## src/design/evs_pkg.sv

```systemverilog
// Purpose: Shared constants and types for the DMA event channel selector.
// Assumes: Byte addresses on a 32-bit Avalon-MM slave port.
// Notes:   Every offset, field position and selector reset value is named here, with the first code of each event group.

package evs_pkg;

  ////////////////////////////////////////////////////////////////////////////////
  // Channel counts and field layout.
  localparam int NUM_CH      = 16;
  localparam int NUM_MAP     = 12;
  localparam int NUM_REGS    = 3;
  localparam int NUM_CHAIN   = 4;
  localparam int CHAIN_FIRST = 8;
  localparam int CODE_W      = 6;
  localparam int NUM_CODES   = 64;
  localparam int FIELD_STEP  = 8;
  localparam int LANES       = 4;

  // Mask of the writable code bits; the two-bit gaps read as zero.
  localparam logic [31:0] FIELD_MASK = 32'h3f3f3f3f;

  ////////////////////////////////////////////////////////////////////////////////
  // Register byte addresses.
  localparam logic [31:0] ADDR_SEL_0_TO_3   = 32'h01a0ff00;
  localparam logic [31:0] ADDR_SEL_4_TO_7   = 32'h01a0ff04;
  localparam logic [31:0] ADDR_SEL_12_TO_15 = 32'h01a0ff0c;
  localparam logic [31:0] ADDR_STATUS       = 32'h01a0ff10;

  // Code held by each mappable slot after reset, slot 0 in the low bits.
  localparam logic [NUM_MAP-1:0][CODE_W-1:0] SEL_RESET = {
    6'h0f, 6'h0e, 6'h0d, 6'h0c, 6'h07, 6'h06, 6'h05, 6'h04, 6'h03, 6'h02, 6'h01, 6'h00};

  ////////////////////////////////////////////////////////////////////////////////
  // Event codes; codes 0x10 to 0x1f and 0x38 to 0x3f connect nothing.
  localparam int CODE_HOST     = 'h00;
  localparam int CODE_TIMER0   = 'h01;
  localparam int CODE_TIMER1   = 'h02;
  localparam int CODE_MEMIF    = 'h03;
  localparam int CODE_PIN4     = 'h04;
  localparam int CODE_PIN0     = 'h08;
  localparam int CODE_BUF0_TX  = 'h0c;
  localparam int CODE_BUF0_RX  = 'h0d;
  localparam int CODE_BUF1_TX  = 'h0e;
  localparam int CODE_BUF1_RX  = 'h0f;
  localparam int CODE_AUDIO0   = 'h20;
  localparam int CODE_AUDIO1   = 'h26;
  localparam int CODE_TWOWIRE  = 'h2c;
  localparam int CODE_PIN8     = 'h30;

  ////////////////////////////////////////////////////////////////////////////////
  // Avalon response codes.
  localparam logic [1:0] RESP_OKAY   = 2'h0;
  localparam logic [1:0] RESP_DECERR = 2'h3;

  ////////////////////////////////////////////////////////////////////////////////
  // Event carriers; each bit is a one-cycle pulse on the peripheral clock.
  typedef struct packed {
    logic receive_event;
    logic receive_odd_event;
    logic receive_even_event;
    logic transmit_event;
    logic transmit_odd_event;
    logic transmit_even_event;
  } evs_audio_t;

  typedef struct packed {
    logic       twowire1_transmit_event;
    logic       twowire1_receive_event;
    logic       twowire0_transmit_event;
    logic       twowire0_receive_event;
    evs_audio_t audio1;
    evs_audio_t audio0;
    logic       buffered_port1_receive_event;
    logic       buffered_port1_transmit_event;
    logic       buffered_port0_receive_event;
    logic       buffered_port0_transmit_event;
    logic [15:0] pin_event;
    logic       memory_interface_event;
    logic       timer_one_event;
    logic       timer_zero_event;
    logic       host_port_event;
  } evs_events_t;

endpackage

```

## src/design/evs_chan_sel.sv

```systemverilog
// Purpose: One channel's event selector with a registered trigger.
// Assumes: Events arrive as one-cycle pulses on the same clock.
// Notes:   Unconnected codes see a zero in the event vector.

`timescale 1ns/1ns

module evs_chan_sel #(
  parameter int CODE_W    = 6,
  parameter int NUM_CODES = 64
) (
  // Clock and reset.
  input  wire logic                 clk_i,
  input  wire logic                 rst_n_i,
  // Selection and events.
  input  wire logic [CODE_W-1:0]    code_i,
  input  wire logic [NUM_CODES-1:0] events_i,
  // Trigger.
  output logic                      trig_o
);

  logic trig_ff;
  logic nxt_trig_ff;

  // Pick the event whose code is loaded; one source pulse gives one trigger pulse.
  always_comb begin
    nxt_trig_ff = events_i[code_i];
  end

  // Register the trigger.
  always_ff @(posedge clk_i or negedge rst_n_i) begin
    if (!rst_n_i) begin
      trig_ff <= 1'b0;
    end else begin
      trig_ff <= nxt_trig_ff;
    end
  end

  assign trig_o = trig_ff;

endmodule

```

## src/design/evs_top.sv

```systemverilog
// Purpose: Routes peripheral synchronization events onto twelve of the sixteen DMA channel triggers.
// Assumes: Event sources and chain inputs run on REF_CLK_I; registers are reached over Avalon-MM.
// Notes:   Every request is answered one cycle after it is first seen.

`timescale 1ns/1ns

module evs_top (
  // Clock and reset.
  input  wire logic                 REF_CLK_I,
  input  wire logic                 ARST_N_I,
  // Avalon-MM slave.
  input  wire logic [31:0]          AVS_ADDRESS_I,
  input  wire logic                 AVS_READ_I,
  input  wire logic                 AVS_WRITE_I,
  input  wire logic [31:0]          AVS_WRITEDATA_I,
  input  wire logic [3:0]           AVS_BYTEENABLE_I,
  output logic [31:0]               AVS_READDATA_O,
  output logic                      AVS_WAITREQUEST_O,
  output logic [1:0]                AVS_RESPONSE_O,
  // Event sources and chaining.
  input  wire evs_pkg::evs_events_t EVENTS_I,
  input  wire logic [3:0]           CHAIN_DONE_I,
  // Channel triggers.
  output logic [15:0]               TRIGGER_O
);

  ////////////////////////////////////////////////////////////////////////////////
  // Declarations.
  logic [evs_pkg::NUM_MAP-1:0][evs_pkg::CODE_W-1:0] sel_ff;
  logic [evs_pkg::NUM_MAP-1:0][evs_pkg::CODE_W-1:0] nxt_sel_ff;
  logic [31:0]                      rdata_ff;
  logic [31:0]                      nxt_rdata_ff;
  logic                             wait_ff;
  logic                             nxt_wait_ff;
  logic [1:0]                       resp_ff;
  logic [1:0]                       nxt_resp_ff;
  logic [evs_pkg::NUM_CHAIN-1:0]    chain_ff;
  logic [evs_pkg::NUM_CHAIN-1:0]    nxt_chain_ff;
  logic [evs_pkg::NUM_MAP-1:0]      map_trig;
  logic [evs_pkg::NUM_CODES-1:0]    ev_vec;
  logic [evs_pkg::NUM_MAP-1:0]      unmapped;
  logic                             req;
  logic                             hit_reg;
  logic                             hit_status;
  int                               reg_idx;

  ////////////////////////////////////////////////////////////////////////////////
  // Event vector indexed by code; unlisted codes stay zero.
  always_comb begin
    ev_vec                                = '0;
    ev_vec[evs_pkg::CODE_HOST]            = EVENTS_I.host_port_event;
    ev_vec[evs_pkg::CODE_TIMER0]          = EVENTS_I.timer_zero_event;
    ev_vec[evs_pkg::CODE_TIMER1]          = EVENTS_I.timer_one_event;
    ev_vec[evs_pkg::CODE_MEMIF]           = EVENTS_I.memory_interface_event;
    ev_vec[evs_pkg::CODE_PIN4 +: 4]       = EVENTS_I.pin_event[7:4];
    ev_vec[evs_pkg::CODE_PIN0 +: 4]       = EVENTS_I.pin_event[3:0];
    ev_vec[evs_pkg::CODE_BUF0_TX]         = EVENTS_I.buffered_port0_transmit_event;
    ev_vec[evs_pkg::CODE_BUF0_RX]         = EVENTS_I.buffered_port0_receive_event;
    ev_vec[evs_pkg::CODE_BUF1_TX]         = EVENTS_I.buffered_port1_transmit_event;
    ev_vec[evs_pkg::CODE_BUF1_RX]         = EVENTS_I.buffered_port1_receive_event;
    ev_vec[evs_pkg::CODE_AUDIO0 +: 6]     = EVENTS_I.audio0;
    ev_vec[evs_pkg::CODE_AUDIO1 +: 6]     = EVENTS_I.audio1;
    ev_vec[evs_pkg::CODE_TWOWIRE]         = EVENTS_I.twowire0_receive_event;
    ev_vec[evs_pkg::CODE_TWOWIRE + 1]     = EVENTS_I.twowire0_transmit_event;
    ev_vec[evs_pkg::CODE_TWOWIRE + 2]     = EVENTS_I.twowire1_receive_event;
    ev_vec[evs_pkg::CODE_TWOWIRE + 3]     = EVENTS_I.twowire1_transmit_event;
    ev_vec[evs_pkg::CODE_PIN8 +: 8]       = EVENTS_I.pin_event[15:8];
  end

  ////////////////////////////////////////////////////////////////////////////////
  // One registered selector per mappable channel; several may share one code.
  for (genvar g = 0; g < evs_pkg::NUM_MAP; g++) begin : g_sel
    evs_chan_sel #(
      .CODE_W    (evs_pkg::CODE_W),
      .NUM_CODES (evs_pkg::NUM_CODES)
    ) u_sel (
      .clk_i    (REF_CLK_I),
      .rst_n_i  (ARST_N_I),
      .code_i   (sel_ff[g]),
      .events_i (ev_vec),
      .trig_o   (map_trig[g])
    );
  end

  // Flag slots whose code sits in a reserved range.
  always_comb begin
    for (int i = 0; i < evs_pkg::NUM_MAP; i++) begin
      unmapped[i] = (sel_ff[i][5:4] == 2'h1) || (sel_ff[i][5:3] == 3'h7);
    end
  end

  ////////////////////////////////////////////////////////////////////////////////
  // Chain inputs are registered so they line up with the mapped triggers.
  always_comb begin
    nxt_chain_ff = CHAIN_DONE_I;
  end

  always_ff @(posedge REF_CLK_I or negedge ARST_N_I) begin
    if (!ARST_N_I) begin
      chain_ff <= '0;
    end else begin
      chain_ff <= nxt_chain_ff;
    end
  end

  // Trigger word: slots 0-7 on channels 0-7, chaining on 8-11, slots 8-11 on 12-15.
  assign TRIGGER_O = {map_trig[11:8], chain_ff, map_trig[7:0]};

  ////////////////////////////////////////////////////////////////////////////////
  // Address decode; the word between the second and third register is unmapped.
  assign req = AVS_READ_I || AVS_WRITE_I;

  always_comb begin
    reg_idx    = 0;
    hit_reg    = 1'b1;
    hit_status = 1'b0;
    case (AVS_ADDRESS_I)
      evs_pkg::ADDR_SEL_0_TO_3: begin
        reg_idx = 0;
      end
      evs_pkg::ADDR_SEL_4_TO_7: begin
        reg_idx = 1;
      end
      evs_pkg::ADDR_SEL_12_TO_15: begin
        reg_idx = 2;
      end
      evs_pkg::ADDR_STATUS: begin
        hit_reg    = 1'b0;
        hit_status = 1'b1;
      end
      default: begin
        hit_reg = 1'b0;
      end
    endcase
  end

  ////////////////////////////////////////////////////////////////////////////////
  // Bus answer: waitrequest drops for one cycle after a request is first seen.
  always_comb begin
    nxt_wait_ff  = !(req && wait_ff);
    nxt_rdata_ff = rdata_ff;
    nxt_resp_ff  = resp_ff;
    if (req && wait_ff) begin
      nxt_rdata_ff = '0;
      nxt_resp_ff  = (hit_reg || hit_status) ? evs_pkg::RESP_OKAY : evs_pkg::RESP_DECERR;
      if (AVS_READ_I && hit_reg) begin
        for (int l = 0; l < evs_pkg::LANES; l++) begin
          nxt_rdata_ff[l*evs_pkg::FIELD_STEP +: evs_pkg::CODE_W] = sel_ff[reg_idx*evs_pkg::LANES + l];
        end
        nxt_rdata_ff = nxt_rdata_ff & evs_pkg::FIELD_MASK;
      end else if (AVS_READ_I && hit_status) begin
        nxt_rdata_ff[evs_pkg::NUM_MAP-1:0] = unmapped;
      end
    end
  end

  always_ff @(posedge REF_CLK_I or negedge ARST_N_I) begin
    if (!ARST_N_I) begin
      wait_ff  <= 1'b1;
      rdata_ff <= '0;
      resp_ff  <= evs_pkg::RESP_OKAY;
    end else begin
      wait_ff  <= nxt_wait_ff;
      rdata_ff <= nxt_rdata_ff;
      resp_ff  <= nxt_resp_ff;
    end
  end

  ////////////////////////////////////////////////////////////////////////////////
  // Selector fields; a write lands at the edge where waitrequest is low.
  always_comb begin
    nxt_sel_ff = sel_ff;
    if (AVS_WRITE_I && !wait_ff && hit_reg) begin
      for (int l = 0; l < evs_pkg::LANES; l++) begin
        if (AVS_BYTEENABLE_I[l]) begin
          // Only the low six bits of each byte lane are kept; bits 7:6 are dropped.
          nxt_sel_ff[reg_idx*evs_pkg::LANES + l] =
            AVS_WRITEDATA_I[l*evs_pkg::FIELD_STEP +: evs_pkg::CODE_W];
        end
      end
    end
  end

  always_ff @(posedge REF_CLK_I or negedge ARST_N_I) begin
    if (!ARST_N_I) begin
      sel_ff <= evs_pkg::SEL_RESET;
    end else begin
      sel_ff <= nxt_sel_ff;
    end
  end

  ////////////////////////////////////////////////////////////////////////////////
  // Bus outputs straight from their flip-flops.
  assign AVS_READDATA_O    = rdata_ff;
  assign AVS_WAITREQUEST_O = wait_ff;
  assign AVS_RESPONSE_O    = resp_ff;

endmodule

```

## config.mk

```make
export PLATFORM = sky130hd
export DESIGN_NAME = evs_top
export DESIGN_NICKNAME = d
export VERILOG_FILES = /design/src/design/evs_pkg.sv /design/src/design/evs_chan_sel.sv /design/src/design/evs_top.sv
export SDC_FILE = /design/constraint.sdc
export NUM_CORES = 1
export LEC_CHECK = 0
export BUFFER_PORTS_ARGS = -buffer_cell sky130_fd_sc_hd__buf_2
export CELL_PAD_IN_SITES_DETAIL_PLACEMENT = 0
export CELL_PAD_IN_SITES_GLOBAL_PLACEMENT = 1
export CORE_MARGIN = 2
export CORE_UTILIZATION = 40
export CTS_CLUSTER_SIZE = 40
export DETAILED_ROUTE_END_ITERATION = 8
export GPL_ROUTABILITY_DRIVEN = 0
export MAX_ROUTING_LAYER = met4
export PLACE_DENSITY_LB_ADDON = 0.25
export SKIP_LAST_GASP = 1
export SLEW_MARGIN = 20
export SYNTH_ARGS = -nofsm -noshare
export SYNTH_HDL_FRONTEND = slang
export SYNTH_HIERARCHICAL = 1
export SYNTH_SLANG_ARGS = --single-unit
```

## constraint.sdc

```tcl
create_clock -name REF_CLK_I -period 2.3 [get_ports REF_CLK_I]
set_input_delay 0.46 -clock REF_CLK_I [delete_from_list [all_inputs] [get_ports REF_CLK_I]]
set_output_delay 0.46 -clock REF_CLK_I [all_outputs]
set_load 0.05 [all_outputs]
```

==> impl_results.md <==
- Status: complete, no violations
- Post-synth top area share: between 30 and 40%
- First-pass GRT wire length: about 60 mm
- Top Ports: 167
- Initial antenna violation count: 0
- YS warnings: 6
- Worst setup SP type: primary input
- Number of antenna diodes: 0
- Die X: 174 um
- Launch point of the worst reg-to-reg path: sel_ff[48]
- CTS tree: done
- RSZ-0062 raised after global routing: true
- Via-to-Cell Ratio: 5.88
- Largest net degree at the start of global routing: 117
- Layout area overhead: 25.8%
- Fmax achieved: ~440 MHz
- Crit path required time: 2.62 ns
- Mapped Avg Cell Area: roughly 13 um^2
- CP max FO: 16
- Worst slew margin: 50.7%
- Final Cycle Share: 98.9%
- DR WL/cell: 23.8 um
- CTS Root Cell: clkbuf_16
- Overflow left after global routing: 0
- #FFs+latches synth: 116
- Final core occ: 50.8%
- Worst Setup End Kind: flip-flop
- Number of CTS-inserted buffers: 17
- Clk sink count: between 100 and 150
- Largest area contributor in the netlist: mux4_2
- Asr flop ratio synth: 100%
- Hold Violations, Final: 0
- Critical Path AT: 2.59 ns
- Die area: 30100 um^2
- Max cap viols: 0
- Pre-Repair DR Iteration Count: 5
- Hold crit path type: in -> async
- Worst-margin pin slew: roughly 0.74 ns
- Layout cells sized above 1: 43.2%
- Drt total wl: 41.2 mm
- Leak: 0.00585 uW
- Clock skew: 0.00958 ns
- Number of global-route vias before repair: between 9000 and 10000
- IO Port Bufs: 152
- Top-count cell post-synth: mux4_2
- Worst skew pair latency: 0.43 ns
- Antenna viol nets, final: 0
- Die Y: 174 um
- Most common flop cell mapped by yosys: dfrtp_1
- Total number of vias: between 10000 and 15000
- Part of the Yosys area used for sequential elements: 25.5%
- Setup crit start: AVS_ADDRESS_I[17]
- Synth unique cells: 42
- Htree depth: 4
- Rows: 62
- Initial DRC count: ~1200
- Hpwl dp: 28.1 mm
- Clock Path Buffers: 2
- Slew Viols, Final: 0
- Initial core utilization: between 40% and 50%
- Core Box Area: 28500 um^2
- Post-Syn Instances: 878
- Final setup viols: 0
- Final TNS setup: 0 ns
- Worst IR drop on VDD: 0.494 mV
- Post-layout net count: 1450
- Pwr Density: between 300 and 400 nW/um^2
- Crit path kind: in -> reg
- CTS clk-pin slew, worst paths: 0.06 ns
- # DRC: 0
- Synthesized area: 11500 um^2
- # hold bufs at CTS: 0
- Area contributors post-synth: mux4_2, dfrtp_1, mux2_2
- Commonest cells post-synth: mux4_2, mux2_2, dfrtp_1, nand2_1
- Fin crit period: 2.27 ns
- Number of synthesized flops with an enable pin: 0
- All-Layer GR Usage: 28.4%
## worst paths after layout
kind | endpoint | slack (ns) | cells after the start
max | sel_ff[65] | 0.03 | 8
min | g_sel[4].u_sel/trig_o | 0.08 | 2
max reg2reg | g_sel[8].u_sel/trig_o | 0.17 | 6
min reg2reg | AVS_READDATA_O[16] | 0.48 | 2
max in group asynchronous | sel_ff[15] | 1.62 | 2
min in group REF_CLK_I | chain_ff[1] | 0.13 | 1
## cells in the final DEF (no fill, tap or decap), drive strengths merged, types with 20 or more instances in the layout
cell	synthesis	final
nand2	40	40
mux2i	36	36
nor2b	24	24
dfrtp	91	91
nand3	25	25
conb	1	294
o21ai	49	49
inv	25	25
mux4	192	192
a21oi	37	37
clkbuf	21	20
mux2	108	108
nor2	26	26
dfstp	25	25
buf	39	204
a31oi	24	24
a22oi	24	24
## registers in the layout, indices dropped and copies added (netlist names)
signal              count
sel_ff                 72
AVS_RESPONSE_O          1
AVS_READDATA_O         26
chain_ff                4
g_sel.u_sel/trig_o     12
AVS_WAITREQUEST_O       1
## cells by family after synthesis
family	Yosys count	synth area share, %
compound gates	173	10.1
buf+inv	85	4.84
flops	116	25.5
mux	336	51.4
other cells	1	0.0326
simple gates	167	8.10
## where the power goes
group / internal (uW) / total (uW) / switching [uW]
Sequential: 2060 / 2080 / 15.2
Combinational: 364 / 1020 / 653
Clock: 1510 / 2600 / 1090
Total: 3940 / 5700 / 1760
## repair_timing
| action | CTS | global route |
|---|---|---|
| gates resized for setup | 3 | 1 |
| endpoints found under the setup margin | 23 | 18 |
| buffers inserted | 0 | 3 |
| endpoints found under the hold margin | 0 | 0 |
| pin swaps | 0 | 1 |
## cell type report
type	instances	area, um^2
Tap cell	384	480
Timing Repair Buffer	204	1270
Sequential cell	116	2930
Multi-Input combinational cell	970	9120
Clock inverter	12	110
Inverter	25	93.8
Fill cell	2683	14000
Clock buffer	20	447
## per-stage QoR
| stage | std cells | hold slack [ns] | total power, uW | worst slack, ns | instance area [um^2] |
|---|---|---|---|---|---|
| final | 1731 | 0.0806 | 5700 | 0.0256 | 14500 |
| after detailed placement | 1696 | 0.469 | 3080 | -0.550 | 13900 |
| after CTS | 1728 | 0.122 | 5680 | 0.0198 | 14400 |
| after floorplan | 1171 | 0.164 | 2630 | -0.192 | 12600 |
| after global routing | 1731 | 0.125 | 5850 | -0.0287 | 14500 |
| after global placement | 1696 | 0.465 | 3070 | -0.512 | 13900 |
## metal layers
layer | global-route usage [%] | part of all wire (%) | vias up | wire, um
met2 | 40.5 | 44 | 627 | 18000
met1 | 38.3 | 41 | 5106 | 16900
met4 | 11.2 | 3.8 | 0 | 1560
met3 | 8.27 | 12 | 123 | 4750
li1 | - | - | 4316 | -
met5 | - | 0 | - | 0
## critical path, stage by stage
cell	delay, ns
buf_2	0.09
or4_1	0.50
or4_4	0.58
nor3_4	0.17
buf_12	0.20
nand4_1	0.11
buf_4	0.18
mux2_2	0.27
Power figures use the tool's default switching activity.
